--- src/shared/rds_pkg.sv ---
// constants and types shared by the rate down sampler files
package rds_pkg;
   localparam int RDS_WIDTH_DEF = 16;
   localparam int RDS_RATIO_DEF = 4;
   localparam int RDS_RATIO_MIN = 2;
   localparam int RDS_LATENCY_DEF = 1;
   localparam int RDS_FIFO_DEPTH = 32;
   localparam int RDS_CLK_PERIOD_NS = 20;
   localparam logic RDS_FIRST_SLOT_RST = 1'b0;
   localparam logic RDS_ERR_RST = 1'b0;
   localparam logic RDS_STROBE_RST = 1'b0;

   typedef enum logic {
      RDS_FIRST = 1'b0,
      RDS_LAST = 1'b1
   } rds_mode_t;
endpackage

--- src/rtl/rds_down_sampler.sv ---
// rate down sampler: one value kept from each frame of input samples
//
// Functional notes
// - the ratio of input samples per frame is an integer of at least two, smaller values are refused.
// - the output sample period is the input sample period times the ratio.
// - a setting picks whether the first or the last value of each frame is kept.
// - with latency above zero the kept value drives the output and stays stable until the next capture.
// - the zero latency form is only allowed when the first value is kept.
// - in the zero latency form the first sample of a frame passes through a mux to the output in its slot.
// - in the zero latency form a register takes the first sample and the mux selects it from the second slot on.
// - a one bit register shifts the output-rate enable to the start of the output period.
// - with latency above zero the path is fully registered, shaped by the first or last choice.
// - in the registered first form a register on the shifted enable takes the input at frame start.
// - in the registered first form a second register copies the first at the end of the output period.
// - in the last form one register takes the input at frame end on the output-rate enable.
// - in the last form each captured value shows on the output through the following frame.
`timescale 1ns/1ps
module rds_down_sampler #(
   parameter int WIDTH = rds_pkg::RDS_WIDTH_DEF,
   parameter int RATIO = rds_pkg::RDS_RATIO_DEF,
   parameter int LATENCY = rds_pkg::RDS_LATENCY_DEF,
   parameter rds_pkg::rds_mode_t MODE = rds_pkg::RDS_FIRST,
   parameter int DEPTH = rds_pkg::RDS_FIFO_DEPTH
)(
   input wire logic clock,
   input wire logic rstn,
   input wire logic src_ce,
   input wire logic dest_ce,
   input wire logic [WIDTH-1:0] din,
   output logic [WIDTH-1:0] dout,
   output logic dout_strobe,
   output logic frame_err,
   output logic in_ready,
   output logic q_valid,
   input wire logic q_ready,
   output logic [WIDTH-1:0] q_data
);
   import rds_pkg::*;

   localparam int CW = $clog2(RATIO + 1);
   localparam logic [CW-1:0] LAST_SLOT = CW'(RATIO - 1);
   localparam logic ZERO_LAT = (LATENCY == 0);

   typedef struct packed {
      logic first_slot;
      logic [WIDTH-1:0] cap;
      logic [WIDTH-1:0] held;
      logic [CW-1:0] slot;
      logic err;
      logic strobe;
   } rds_state_t;

   rds_state_t st;
   rds_state_t next_st;
   logic go_src;
   logic go_dest;
   logic [WIDTH-1:0] push_data;

   // both enables come from logic on this clock; a full fifo stalls them
   assign go_src = src_ce & in_ready;
   assign go_dest = dest_ce & in_ready;

   // value that becomes the new output sample at this boundary
   assign push_data = (MODE == RDS_LAST) ? din : st.cap;

   always_comb begin
      next_st = st;
      next_st.strobe = go_dest;
      if (go_src) begin
         // alignment bit marks the slot that follows a frame end
         next_st.first_slot = go_dest;
         if (go_dest) begin
            next_st.slot = '0;
         end else if (st.slot != LAST_SLOT) begin
            next_st.slot = st.slot + 1'b1;
         end
      end
      // frame end that does not land on the last slot of the frame
      if (go_dest && (!go_src || st.slot != LAST_SLOT)) begin
         next_st.err = 1'b1;
      end
      if (MODE == RDS_FIRST) begin
         if (go_src && st.first_slot) begin
            next_st.cap = din;
         end
         if (!ZERO_LAT && go_dest) begin
            next_st.held = st.cap;
         end
      end else if (go_dest) begin
         next_st.cap = din;
      end
   end

   always_ff @(posedge clock or negedge rstn) begin
      if (!rstn) begin
         st <= '0;
         st.first_slot <= RDS_FIRST_SLOT_RST;
         st.err <= RDS_ERR_RST;
         st.strobe <= RDS_STROBE_RST;
      end else begin
         st <= next_st;
      end
   end

   // output selection per implementation form
   always_comb begin
      if (ZERO_LAT) begin
         dout = st.first_slot ? din : st.cap;
      end else if (MODE == RDS_FIRST) begin
         dout = st.held;
      end else begin
         dout = st.cap;
      end
   end

   assign dout_strobe = st.strobe;
   assign frame_err = st.err;

   rds_fifo #(
      .WIDTH(WIDTH),
      .DEPTH(DEPTH)
   ) u_fifo (
      .clock(clock),
      .rstn(rstn),
      .in_valid(go_dest),
      .in_ready(in_ready),
      .in_data(push_data),
      .out_valid(q_valid),
      .out_ready(q_ready),
      .out_data(q_data)
   );

   // checks
   property p_ratio_min;
      @(posedge clock) disable iff (!rstn) RATIO >= RDS_RATIO_MIN;
   endproperty
   a_ratio_min: assert property (p_ratio_min) else $error("ratio below two");

   property p_zero_lat_first;
      @(posedge clock) disable iff (!rstn) !ZERO_LAT || MODE == RDS_FIRST;
   endproperty
   a_zero_lat_first: assert property (p_zero_lat_first) else $error("zero latency needs first mode");

   property p_period;
      @(posedge clock) disable iff (!rstn)
         go_src && !go_dest && st.slot != LAST_SLOT |=> !st.err || $past(st.err);
   endproperty
   a_period: assert property (p_period) else $error("error raised inside a frame");

   property p_align;
      @(posedge clock) disable iff (!rstn) go_src |=> st.first_slot == $past(go_dest);
   endproperty
   a_align: assert property (p_align) else $error("alignment bit wrong");

   property p_zero_pass;
      @(posedge clock) disable iff (!rstn) ZERO_LAT && st.first_slot |-> dout == din;
   endproperty
   a_zero_pass: assert property (p_zero_pass) else $error("first slot not passed through");

   property p_zero_hold;
      @(posedge clock) disable iff (!rstn)
         ZERO_LAT && go_src && st.first_slot && !go_dest |=> !st.first_slot && dout == $past(din);
   endproperty
   a_zero_hold: assert property (p_zero_hold) else $error("first sample not held");

   property p_first_cap;
      @(posedge clock) disable iff (!rstn)
         !ZERO_LAT && MODE == RDS_FIRST && go_src && st.first_slot |=> st.cap == $past(din);
   endproperty
   a_first_cap: assert property (p_first_cap) else $error("frame start not captured");

   property p_first_out;
      @(posedge clock) disable iff (!rstn)
         !ZERO_LAT && MODE == RDS_FIRST && go_dest |=> dout == $past(st.cap) && dout_strobe;
   endproperty
   a_first_out: assert property (p_first_out) else $error("second register not loaded");

   property p_last_cap;
      @(posedge clock) disable iff (!rstn) MODE == RDS_LAST && go_dest |=> dout == $past(din);
   endproperty
   a_last_cap: assert property (p_last_cap) else $error("frame end not captured");

   property p_stable;
      @(posedge clock) disable iff (!rstn) !ZERO_LAT && !go_dest |=> $stable(dout);
   endproperty
   a_stable: assert property (p_stable) else $error("output moved between captures");

   property p_reset_zero;
      @(posedge clock) !rstn |-> dout == '0 && !dout_strobe && !st.first_slot;
   endproperty
   a_reset_zero: assert property (p_reset_zero) else $error("output not zero in reset");

   property p_strobe_set;
      @(posedge clock) disable iff (!rstn)
         go_dest |=> dout_strobe;
   endproperty
   a_strobe_set: assert property (p_strobe_set) else $error("no strobe after frame end");

   property p_strobe_clear;
      @(posedge clock) disable iff (!rstn)
         !go_dest |=> !dout_strobe;
   endproperty
   a_strobe_clear: assert property (p_strobe_clear) else $error("strobe without frame end");

   property p_slot_range;
      @(posedge clock) disable iff (!rstn)
         st.slot <= LAST_SLOT;
   endproperty
   a_slot_range: assert property (p_slot_range) else $error("slot count beyond frame");

   property p_slot_wrap;
      @(posedge clock) disable iff (!rstn)
         go_src && go_dest |=> st.slot == '0;
   endproperty
   a_slot_wrap: assert property (p_slot_wrap) else $error("slot count not restarted");

   property p_slot_step;
      @(posedge clock) disable iff (!rstn)
         go_src && !go_dest && st.slot != LAST_SLOT |=> st.slot == $past(st.slot) + 1'b1;
   endproperty
   a_slot_step: assert property (p_slot_step) else $error("slot count did not advance");

   property p_idle_hold;
      @(posedge clock) disable iff (!rstn)
         !go_src |=> $stable(st.slot) && $stable(st.first_slot);
   endproperty
   a_idle_hold: assert property (p_idle_hold) else $error("slot state moved without input enable");

   property p_stall;
      @(posedge clock) disable iff (!rstn)
         !in_ready |=> $stable(st.cap) && $stable(st.held) && $stable(st.slot);
   endproperty
   a_stall: assert property (p_stall) else $error("state moved while stalled");

   property p_err_sticky;
      @(posedge clock) disable iff (!rstn)
         st.err |=> st.err;
   endproperty
   a_err_sticky: assert property (p_err_sticky) else $error("frame error cleared");

   property p_err_set;
      @(posedge clock) disable iff (!rstn)
         go_dest && (!go_src || st.slot != LAST_SLOT) |=> st.err;
   endproperty
   a_err_set: assert property (p_err_set) else $error("misplaced frame end not flagged");

   property p_err_clean;
      @(posedge clock) disable iff (!rstn)
         go_dest && go_src && st.slot == LAST_SLOT && !st.err |=> !st.err;
   endproperty
   a_err_clean: assert property (p_err_clean) else $error("aligned frame end flagged");

   property p_first_idle;
      @(posedge clock) disable iff (!rstn)
         MODE == RDS_FIRST && !(go_src && st.first_slot) |=> $stable(st.cap);
   endproperty
   a_first_idle: assert property (p_first_idle) else $error("first register moved off frame start");

   property p_held_idle;
      @(posedge clock) disable iff (!rstn)
         !ZERO_LAT && MODE == RDS_FIRST && !go_dest |=> $stable(st.held);
   endproperty
   a_held_idle: assert property (p_held_idle) else $error("second register moved off frame end");

   property p_last_idle;
      @(posedge clock) disable iff (!rstn)
         MODE == RDS_LAST && !go_dest |=> $stable(st.cap);
   endproperty
   a_last_idle: assert property (p_last_idle) else $error("last register moved off frame end");

   property p_zero_reg;
      @(posedge clock) disable iff (!rstn)
         ZERO_LAT && !st.first_slot |-> dout == st.cap;
   endproperty
   a_zero_reg: assert property (p_zero_reg) else $error("mux not on register after first slot");

   property p_zero_keep;
      @(posedge clock) disable iff (!rstn)
         ZERO_LAT && !st.first_slot && !go_dest |=> $stable(dout);
   endproperty
   a_zero_keep: assert property (p_zero_keep) else $error("zero latency output moved in frame");

   property p_q_hold;
      @(posedge clock) disable iff (!rstn)
         q_valid && !q_ready |=> q_valid && $stable(q_data);
   endproperty
   a_q_hold: assert property (p_q_hold) else $error("queued word dropped while waiting");
endmodule

--- src/rtl/rds_fifo.sv ---
// sample fifo with valid and ready on both sides
`timescale 1ns/1ps
module rds_fifo #(
   parameter int WIDTH = rds_pkg::RDS_WIDTH_DEF,
   parameter int DEPTH = rds_pkg::RDS_FIFO_DEPTH
)(
   input wire logic clock,
   input wire logic rstn,
   input wire logic in_valid,
   output logic in_ready,
   input wire logic [WIDTH-1:0] in_data,
   output logic out_valid,
   input wire logic out_ready,
   output logic [WIDTH-1:0] out_data
);
   import rds_pkg::*;

   localparam int AW = $clog2(DEPTH);
   localparam logic [AW:0] FULL_CNT = (AW+1)'(DEPTH);

   typedef struct packed {
      logic [AW-1:0] wptr;
      logic [AW-1:0] rptr;
      logic [AW:0] cnt;
      logic ovalid;
   } rds_fifo_state_t;

   rds_fifo_state_t st;
   rds_fifo_state_t next_st;
   logic push;
   logic pop;

   // depth must be a power of two so the pointers wrap by themselves
   assign in_ready = (st.cnt != FULL_CNT);
   assign push = in_valid & in_ready;
   assign pop = (st.cnt != '0) & (!st.ovalid | out_ready);
   assign out_valid = st.ovalid;

   always_comb begin
      next_st = st;
      if (push) begin
         next_st.wptr = st.wptr + 1'b1;
      end
      if (pop) begin
         next_st.rptr = st.rptr + 1'b1;
      end
      next_st.cnt = st.cnt + (AW+1)'(push) - (AW+1)'(pop);
      if (pop) begin
         next_st.ovalid = 1'b1;
      end else if (out_ready) begin
         next_st.ovalid = 1'b0;
      end
   end

   always_ff @(posedge clock or negedge rstn) begin
      if (!rstn) begin
         st <= '0;
      end else begin
         st <= next_st;
      end
   end

   rds_mem #(
      .WIDTH(WIDTH),
      .DEPTH(DEPTH)
   ) u_mem (
      .clock(clock),
      .rstn(rstn),
      .wr_en(push),
      .wr_addr(st.wptr),
      .wr_data(in_data),
      .rd_en(pop),
      .rd_addr(st.rptr),
      .rd_data(out_data)
   );
endmodule

--- src/rtl/rds_mem.sv ---
// simple dual port sample memory with registered read data
`timescale 1ns/1ps
module rds_mem #(
   parameter int WIDTH = rds_pkg::RDS_WIDTH_DEF,
   parameter int DEPTH = rds_pkg::RDS_FIFO_DEPTH
)(
   input wire logic clock,
   input wire logic rstn,
   input wire logic wr_en,
   input wire logic [$clog2(DEPTH)-1:0] wr_addr,
   input wire logic [WIDTH-1:0] wr_data,
   input wire logic rd_en,
   input wire logic [$clog2(DEPTH)-1:0] rd_addr,
   output logic [WIDTH-1:0] rd_data
);
   import rds_pkg::*;

   logic [WIDTH-1:0] mem [DEPTH];

   always_ff @(posedge clock) begin
      if (wr_en) begin
         mem[wr_addr] <= wr_data;
      end
   end

   // read word held until the next read
   always_ff @(posedge clock or negedge rstn) begin
      if (!rstn) begin
         rd_data <= '0;
      end else if (rd_en) begin
         rd_data <= mem[rd_addr];
      end
   end
endmodule

--- config.mk ---
export PLATFORM = sky130hd
export DESIGN_NAME = rds_down_sampler
export DESIGN_NICKNAME = d
export VERILOG_FILES = /design/src/shared/rds_pkg.sv /design/src/rtl/rds_down_sampler.sv /design/src/rtl/rds_fifo.sv /design/src/rtl/rds_mem.sv
export SDC_FILE = /design/constraint.sdc
export NUM_CORES = 1
export LEC_CHECK = 0
export ABC_AREA = 1
export BUFFER_PORTS_ARGS = -buffer_cell sky130_fd_sc_hd__buf_2
export CORE_MARGIN = 3
export CORE_UTILIZATION = 35
export DETAILED_ROUTE_END_ITERATION = 6
export SYNTH_ARGS = -nofsm -noshare
export SYNTH_HDL_FRONTEND = slang
export SYNTH_SLANG_ARGS = --single-unit
--- constraint.sdc ---
create_clock -name clock -period 2.7 [get_ports clock]
set_clock_uncertainty 0.15 [all_clocks]
set_input_delay 0.405 -clock clock [delete_from_list [all_inputs] [get_ports clock]]
set_output_delay 0.405 -clock clock [all_outputs]
set_load 0.005 [all_outputs]
After elaboration in Yosys (flattened, before gate mapping)
Memories as Yosys holds them, arrays and structs flattened. A register that Yosys moved wholly into a read port is not among the register bits.
Cells that the tools add are included.
Widths: inputs -> output; s select.
{ "classes": {"addsub": 5, "eq_ne": 2, "n_reduce_logical": 10, "n_bitwise": 5, "n_mux": 6} }
{ "ops": {"columns": ["operator", "count"], "rows": [
  ["$add 5x1->5 const B", 2],
  ["$add 6x1->6", 1],
  ["$mux 3", 2],
  ["$ne 6x6->1 const B", 1],
  ["$reduce_bool 6->1", 1],
  ["$sub 6x1->6", 1],
  ["$and 1x1->1", 4],
  ["$mux 1", 4],
  ["$reduce_bool 2->1", 2],
  ["$add 3x1->3 const B", 1],
  ["$logic_not 1->1", 3],
  ["$ne 3x2->1 const B", 1],
  ["$logic_and 1x1->1", 2],
  ["$reduce_and 2->1", 1],
  ["$logic_or 1x1->1", 1],
  ["$or 1x1->1", 1]
]} }
{ "word_totals": {"inputBits": 21, "mem_bits_rw": 512, "wordCells": 39, "n_memories": 1, "output_inout_bits": 36, "register_bits": 55} }
{ "memory_table": {"columns": ["memory", "depth", "word_bits", "read_ports", "rd_clocked_by_memory_dff", "write_ports", "line_no", "text"], "rows": [
  ["u_fifo.u_mem.mem", 32, 16, 1, 1, 1, "rds_mem.sv:18", "logic [WIDTH-1:0] mem [DEPTH];"]
]} }

Logic depth before layout (Yosys ltp)
Gate-level depths: netlist (run 1).
{ "depth": {"word_depth": 5, "ltp_mapped": 17, "mapped_depth_nobuf": 16} }

Cells and area by module
From an unflattened synthesis (run 1), not the netlist that was laid out.
{ "unflattened": {"cells_unflattened": 2079, "area_unflattened_um2": 24030.5} }
{ "by_module_without_submodules": {"columns": ["module", "cells_per_inst", "instances", "seq_area_each_um2", "area_per_inst_um2"], "rows": [
  ["rds_mem", 1798, 1, 15775.1, 21459.3],
  ["rds_down_sampler", 170, 1, 950.9, 1591.5],
  ["rds_fifo", 111, 1, 425.4, 979.7]
]} }

Least setup slack after synthesis (run 1)
Ideal clock, no wire load.
{ "synth_timing": {"kind": "register -> register", "start": "register u_fifo.st[3] (netlist bit)", "end": "memory u_fifo.u_mem.mem[0][0] (netlist bit) (enable)", "stages_incl_launch_ff": 9, "setup_ns": 0.388, "synth_period_minus_slack_ns": 2.535, "t_arrival_ns": 1.996, "t_required_ns": 2.162, "n_path_buf": 1, "path_slack_ns": 0.165, "cell_sequence": "dfrtp_1 inv_1 ha_1 nand4_1 nand2_1 buf_4 inv_1 nand2_1 nor2_1"} }
{ "synth_via": {"elab_chain_cells": 5} }
{ "synth_rtl": {"columns": ["element", "line_no", "text"], "rows": [
  ["start, declared", "rds_fifo.sv:28", "rds_fifo_state_t st;"],
  ["start signal, assigned", "rds_fifo.sv:59", "st <= next_st;"],
  ["$ne 6x6->1", "rds_fifo.sv:34", "assign in_ready = (st.cnt != FULL_CNT);"],
  ["via in_ready", "rds_down_sampler.sv:33", "output logic in_ready,"],
  ["$and 1x1->1", "rds_down_sampler.sv:61", "assign go_dest = dest_ce & in_ready;"],
  ["via go_dest", "rds_down_sampler.sv:56", "logic go_dest;"],
  ["$and 1x1->1", "rds_fifo.sv:35", "assign push = in_valid & in_ready;"],
  ["$mux 1", "rds_mem.sv:21", "if (wr_en) begin"],
  ["$mux 1 (implied by the code)", "rds_mem.sv:22", "mem[wr_addr] <= wr_data;"],
  ["end, declared", "rds_mem.sv:18", null]
]} }
The timed path passes the listed nets, and every way through them passes these cells.

==> impl_metrics.tcl, run 1 <==
set metrics [dict create \
    max_clock_freq_mhz 395.9 \
    clk_pin_slew_ns 0.05 \
    synth_warnings 0 \
    p_sw_share_pct 37.41 \
    fin_tns_setup_ns 0 \
    dr.max_layer_used "met4" \
    synth-simple-area-share_pct 20.15 \
    synth_top_cells_by_count "nand2_1 (747), edfxtp_1 (512), nand3_1 (313), inv_1 (255), nor2_1 (146)" \
    yosysSeqAreaShare_pct 69.63 \
    route.met3.wl_um 4232 \
    dieHeight_um 271.3 \
    netlist_instances 2306 \
    synthAdderAreaFrac_pct 0.8940 \
    min_period_ns 2.526 \
    sequentialPowerShare_pct 38.7 \
    crit_required_ns 3.07 \
    wl_per_cell_um 18.25 \
    rsz0062_at_grt "no" \
    syn_area_mm2 0.02463 \
    setup_viol 0 \
    internal-power_w 0.01893 \
    synth_most_common_cell "nand2_1" \
    ant_nets 0 \
    synth_compound_area_share_pct 1.874 \
    grt_start_max_net_pins 85 \
    wl_met1_um 26760 \
    yosysUniqueCellTypes 27 \
    cts_buffers 60 \
    clockRootBuffer "clkbuf_16" \
    fp.coreArea_mm2 0.06919 \
    clkPwrFrac_pct 26.6 \
    cp_max_fo 3 \
    synth_edf_count 512 \
    async_flop_share_pct 12.18 \
    critPathArrivalTime_ns 2.90 \
    period_share_pct 93.56 \
    hpwl_um 37390 \
    placementRows 96 \
    cts_buffer_depth 3 \
    syn_area_per_cell_um2 10.68 \
    final_max_slew_viol_count 0 \
    clock_latency_ns 0.61 \
    dieArea_mm2 0.07360 \
    peakVddDrop_uv 653.3 \
    syn-num-nets 2344 \
    tightest_slew_ns 0.9098 \
    antenna_found_initial 0 \
    leakage_nw 11.47 \
    yosys_register_bits 583 \
    synth_xor_area_share_pct 0.3556 \
    drive_gt1_share_pct 9.829 \
    timing.slew.headroom_pct 39.28 \
    status "finished, final reports clean" \
    max_cap_violations 0 \
    grt_pass1_wl_um 94560 \
    cts_htree_levels 2 \
    dp_cells 3254 \
    hold_viol_final 0 \
    end_kind "flip-flop" \
    critPathKind "flip-flop to flip-flop" \
    dr.pass1.iters 6 \
    power_density_mw_per_mm2 1072 \
    dr_total_vias 16280 \
    clock_sinks 583 \
    start_kind "flip-flop" \
    fp.dieW_um 271.3 \
    wl_met2_um 28690 \
    pwr-share-comb_pct 34.7 \
    area_growth_pct 14.58 \
    switchingPower_w 0.01131 \
    grt_pass1_vias 16180 \
    synth.top_cells.by_area "edfxtp_1 (62%), nand2_1 (11%), dfrtp_1 (7.2%)" \
    io_buffers 56 \
    post-cts-setup-buffer-count 0 \
    gp_congestion 0.8678 \
    initial_utilization_pct 35.60 \
    routed_wl_um 61760 \
    ioPinCount 57 \
    n_fill_cell 6632 \
    drc_errors 0 \
    first_iter_violations 1517 \
    synth_top_family_by_area "simple AND/OR/NAND/NOR gates" \
    grt_util_all_layers_pct 16.65 \
    yosys.area.top_type_share_pct 62.42 \
    yosysTopAreaCell "edfxtp_1" \
    drt-vias-per-instance 4.812 \
    synthMuxAreaShare_pct 0 \
    hold_path_class "input port to async pin" \
    gr-total-overflow 0 \
    tritoncts "built" \
    layoutNonFillerInstCount 3384 \
    fin_nets 2444 \
    synthFlopType "edfxtp_1" \
]
[critical path, stage by stage (launching register included)]
cell     delay [ns]
dfrtp_1        0.37
inv_1          0.11
ha_1           0.17
nand4_1        0.10
nand2_1        0.10
inv_1          0.06
ha_1           0.30
inv_1          0.06
ha_1           0.15
inv_1          0.06
fa_2           0.37
inv_1          0.06
a21oi_1        0.05
o21ai_1        0.16
xor2_1         0.17
[per-stage QoR]
stage               instance area [µm²]  hold WS [ns]  utilization [%]  total power, W  setup WS [ns]
floorplan                         24630      -0.04059                -         0.01851         0.1654
CTS                               28220        0.1148            40.78         0.03045        0.03616
global route                      28220        0.1668            40.79         0.03196        0.03283
finish                            28220        0.1484            40.79         0.03025         0.1739
global placement                  26120        0.2343            37.75         0.02210         0.1204
detailed placement                26120        0.2403            37.75         0.02233        0.05577
[registers in the layout (all words and copies together), names as in the netlist]
signal                cells
u_fifo.out_valid          1
u_fifo.st                16
frame_err                 1
dout_strobe               1
u_fifo.u_mem.rd_data     16
push_data                16
u_fifo.u_mem.mem        512
st                        4
dout                     16
[layer usage]
layer | vias up | global-route usage [%]
met4 | 0 | 6.693
met5 | - | 0
li1 | 7756 | -
met3 | 112 | 2.713
met1 | 7852 | 22.83
met2 | 564 | 26.46
[area by class of cell]
cell class              instances  area (µm²)  area share, %
diodes                          1       2.502       0.008866
repair buffers                170        1291          4.575
inverters                     259       979.7          3.471
multi-input cells            1332        5738          20.33
clock inverters                26       254.0         0.8999
well taps                     931        1165          4.127
flip-flops and latches        583       17160          60.79
clock buffers                  82        1635          5.794
[placed cells by master (no fill, tap or decap), types with 3 or more instances in the layout]
cell,instances
nand2_1,747
edfxtp_1,512
nand3_1,313
inv_1,253
nor2_1,146
buf_4,86
dfrtp_1,69
clkbuf_16,61
buf_2,55
a21oi_1,52
o21ai_0,37
dlygate4sd3_1,21
clkbuf_1,18
ha_1,15
clkinv_1,10
xor2_1,8
clkinv_2,8
buf_12,8
bufinv_16,5
nand4_1,4
clkinvlp_4,4
inv_2,3
clkbuf_8,3
[logic make-up after synthesis]
family          count (synthesis)
flops                         583
simple gates                 1213
xor+xnor                       10
fa+ha+maj                      17
compound gates                 92
buf+inv                       391
[worst paths after layout]
kind	to	slack, ns	from	depth (start not counted)
worst max register to register	u_fifo.st[5]	0.17	u_fifo.st[5]	14
max in group asynchronous	dout[10]	1.57	rstn	3
min in group clock	frame_err	0.33	frame_err	1
worst min register to register	frame_err	0.33	frame_err	1
worst max-delay path	u_fifo.st[5]	0.17	u_fifo.st[5]	14
worst min-delay path	u_fifo.st[3]	0.15	rstn	2
[power groups by stage]
stage               clock network, W  registers [W]  logic (W)
finish                       0.00805         0.0117     0.0105
floorplan                          0         0.0121    0.00645
detailed placement                 0         0.0119     0.0104
global route                 0.00857         0.0118     0.0116
global placement                   0         0.0119     0.0102
CTS                          0.00822         0.0117     0.0105
[repair_timing]
action,in CTS,in global routing
endpoints found under the setup margin,0,1
hold endpoints to repair,48,0
gates resized for setup,0,5
hold buffers,21,0
(Power assumes the default switching activity.)
==> run 2: changes to the inputs <==
--- a/config.mk
+++ b/config.mk
@@ -5,8 +5,8 @@
 export SDC_FILE = /design/constraint.sdc
 export NUM_CORES = 1
 export LEC_CHECK = 0
-export ABC_AREA = 1
 export BUFFER_PORTS_ARGS = -buffer_cell sky130_fd_sc_hd__buf_2
+export CORE_ASPECT_RATIO = 0.8
 export CORE_MARGIN = 3
 export CORE_UTILIZATION = 35
 export DETAILED_ROUTE_END_ITERATION = 6
==> constraint.sdc (replaced) <==
create_clock -name clock -period 3.1 [get_ports clock]
set_clock_uncertainty 0.15 [all_clocks]
set_input_delay 0.465 -clock clock [delete_from_list [all_inputs] [get_ports clock]]
set_output_delay 0.465 -clock clock [all_outputs]
set_load 0.005 [all_outputs]
==> run 2 against run 1 <==
Compared with the run above:
- design area is 5.6% lower
- register-to-register slack about the same
- fmax decreased by 13%
- critical path type unchanged
- largest cell class unchanged
==> impl_metrics.tcl, run 2 <==
set metrics [dict create \
    peakVddDrop_uv 474.4 \
    clk_pin_slew_ns 0.07 \
    cp_max_fo 21 \
    tritoncts "built" \
    fin_tns_setup_ns 0 \
    max_stage_delay_ns 0.73 \
    holdWs_ns 0.06129 \
    largest_reg_flops 512 \
    synth_warnings 0 \
    synth_top_cells_by_count "edfxtp_1 (512), mux2i_1 (97), mux4_2 (80), dfrtp_1 (71)" \
    clockRootBuffer "clkbuf_16" \
    yosys_register_bits 583 \
    status "finished, final reports clean" \
    yosysSeqAreaShare_pct 75.54 \
    dr.pass1.iters 7 \
    fp.dieW_um 290.8 \
    gp_congestion 0.7942 \
    max_clock_freq_mhz 343.0 \
    first_iter_violations 1214 \
    critPathArrivalTime_ns 3.24 \
    cts_htree_levels 2 \
    power_w 0.02465 \
    ant_nets 0 \
    hpwl_um 34810 \
    antenna_found_initial 1 \
    area_growth_pct 17.34 \
    routed_wl_um 54750 \
    netlist_instances 1166 \
    power_density_mw_per_mm2 925.0 \
    final_cell_mix "edfxtp_1 (512), mux2i_1 (97), mux4_2 (80)" \
    fp.coreArea_mm2 0.06341 \
    initial_utilization_pct 35.81 \
    grt_pass1_wl_um 79760 \
    crit_top_cell "buf_4" \
    yosys.area.top_type_share_pct 67.71 \
    tightest_slew_ns 0.8855 \
    placementRows 82 \
    timing.slew.headroom_pct 40.61 \
    cts_buffer_depth 3 \
    yosysUniqueCellTypes 43 \
    dieHeight_um 233.8 \
    fin_nets 1358 \
    io_buffers 56 \
    clock_latency_ns 0.61 \
    final_common_cell "edfxtp_1" \
    drc_errors 0 \
    hold_viol_final 0 \
    min_period_ns 2.915 \
    holdPathStages 3 \
    synth_most_common_cell "edfxtp_1" \
    n_fill_cell 5515 \
    rsz0062_at_grt "no" \
    syn_area_mm2 0.02271 \
    grt_start_max_net_pins 53 \
    period_share_pct 94.05 \
    leakage_nw 9.090 \
    cts.repair.resized 0 \
    synth_edf_count 512 \
    grt_pass1_vias 11290 \
    final_max_slew_viol_count 0 \
    clock_sinks 583 \
    cp_slowest_cell "a211oi_1" \
    wl_per_cell_um 24.82 \
    cts_buffers 54 \
    dr_total_vias 11600 \
    ioPinCount 57 \
    syn_area_per_cell_um2 19.47 \
    setup_viol 0 \
    hold_path_class "input port to flip-flop" \
    path_cells "buf_4 -> nand3b_1 -> buf_4 -> o22ai_1 -> a211oi_1 -> buf_4 -> a221oi_1" \
    async_flop_share_pct 12.18 \
    synth.top_cells.by_area "edfxtp_1 (68%), mux4_2 (7.9%), dfrtp_1 (7.8%)" \
    max_cap_violations 0 \
    critPathKind "flip-flop to flip-flop" \
    yosysTopAreaCell "edfxtp_1" \
    reg2reg_depth 7 \
    dieArea_mm2 0.06798 \
    crit_required_ns 3.42 \
    end_kind "flip-flop" \
    synthFlopType "edfxtp_1" \
    gr-total-overflow 0 \
    drt-vias-per-instance 5.256 \
    grt_util_all_layers_pct 15.97 \
    drive_gt1_share_pct 27.33 \
    start_kind "flip-flop" \
    top_register "u_fifo.u_mem.mem" \
    syn-num-nets 1204 \
]
-- run 2: path summary, 6_finish.rpt --
kind	start	to	slack, ns
max in group asynchronous	rstn	u_fifo.st[15]	1.72
setup reg to reg	u_fifo.st[8]	u_fifo.u_mem.rd_data[7]	0.18
hold reg to reg	frame_err	frame_err	0.32
min in group asynchronous	rstn	st[37]	0.32
setup / recovery	u_fifo.st[8]	u_fifo.u_mem.rd_data[7]	0.18
hold / removal	q_ready	u_fifo.out_valid	0.06
-- run 2: routing by layer --
| metal | track usage (%) | vias to the layer above | wire (µm) |
|---|---|---|---|
| li1 | - | 4996 | - |
| met1 | 24.76 | 6091 | 25800 |
| met2 | 23.46 | 435 | 24230 |
| met3 | 2.869 | 71 | 3801 |
| met4 | 3.524 | 2 | 906 |
| met5 | 0.1394 | - | 12 |
-- run 2: cell type report --
class / count / area [µm²] / area share, %
clock inverter: 26 / 234.0 / 0.8782
clock buffer: 75 / 1500 / 5.631
timing repair buffer: 173 / 1609 / 6.039
tap: 840 / 1051 / 3.945
antenna: 1 / 2.502 / 0.009392
multi-input combinational: 489 / 5016 / 18.83
inverter: 19 / 71.32 / 0.2677
sequential: 583 / 17160 / 64.40
-- run 2: logic make-up (layout without fill, tap and decap cells) --
family / count (synthesis) / after routing / share of synthesized area, %
muxes: 227 / 227 / 14.69
AOI/OAI and AO/OA: 126 / 126 / 3.769
buffers and inverters: 94 / 293 / 2.380
xor gates and xnor gates: 11 / 11 / 0.4243
adders and majority gates: 17 / 17 / 0.9699
other: 0 / 1 / 0
and+or+nand+nor: 108 / 108 / 2.226
DFF: 583 / 583 / 75.54
-- run 2: report_power, final --
group	internal [W]	switching (W)
logic	0.00316	0.00437
clock network	0.00365	0.00288
registers	0.00994	0.000638
-- run 2: through the flow --
| step | area [µm²] | cells | util, % | setup slack, ns |
|---|---|---|---|---|
| floorplan | 22710 | 1166 | - | 0.2629 |
| global placement | 24720 | 2085 | 38.98 | 0.2895 |
| detailed placement | 24720 | 2085 | 38.98 | 0.2988 |
| CTS | 26640 | 2205 | 42.01 | 0.2838 |
| global route | 26640 | 2205 | 42.02 | 0.1460 |
| finish | 26640 | 2206 | 42.02 | 0.1846 |
-- run 2: what timing repair did --
item	in CTS	in global routing
buffers inserted	0	0
hold buffers	19	0
hold endpoints to repair	70	0
-- run 2: worst max-delay path, delay by kind of cell, from the launching register on --
kind            cells  cell delay [ns]
compound gates      3             0.98
buf+inv             3             0.91
flops               1             0.42
simple gates        1             0.32
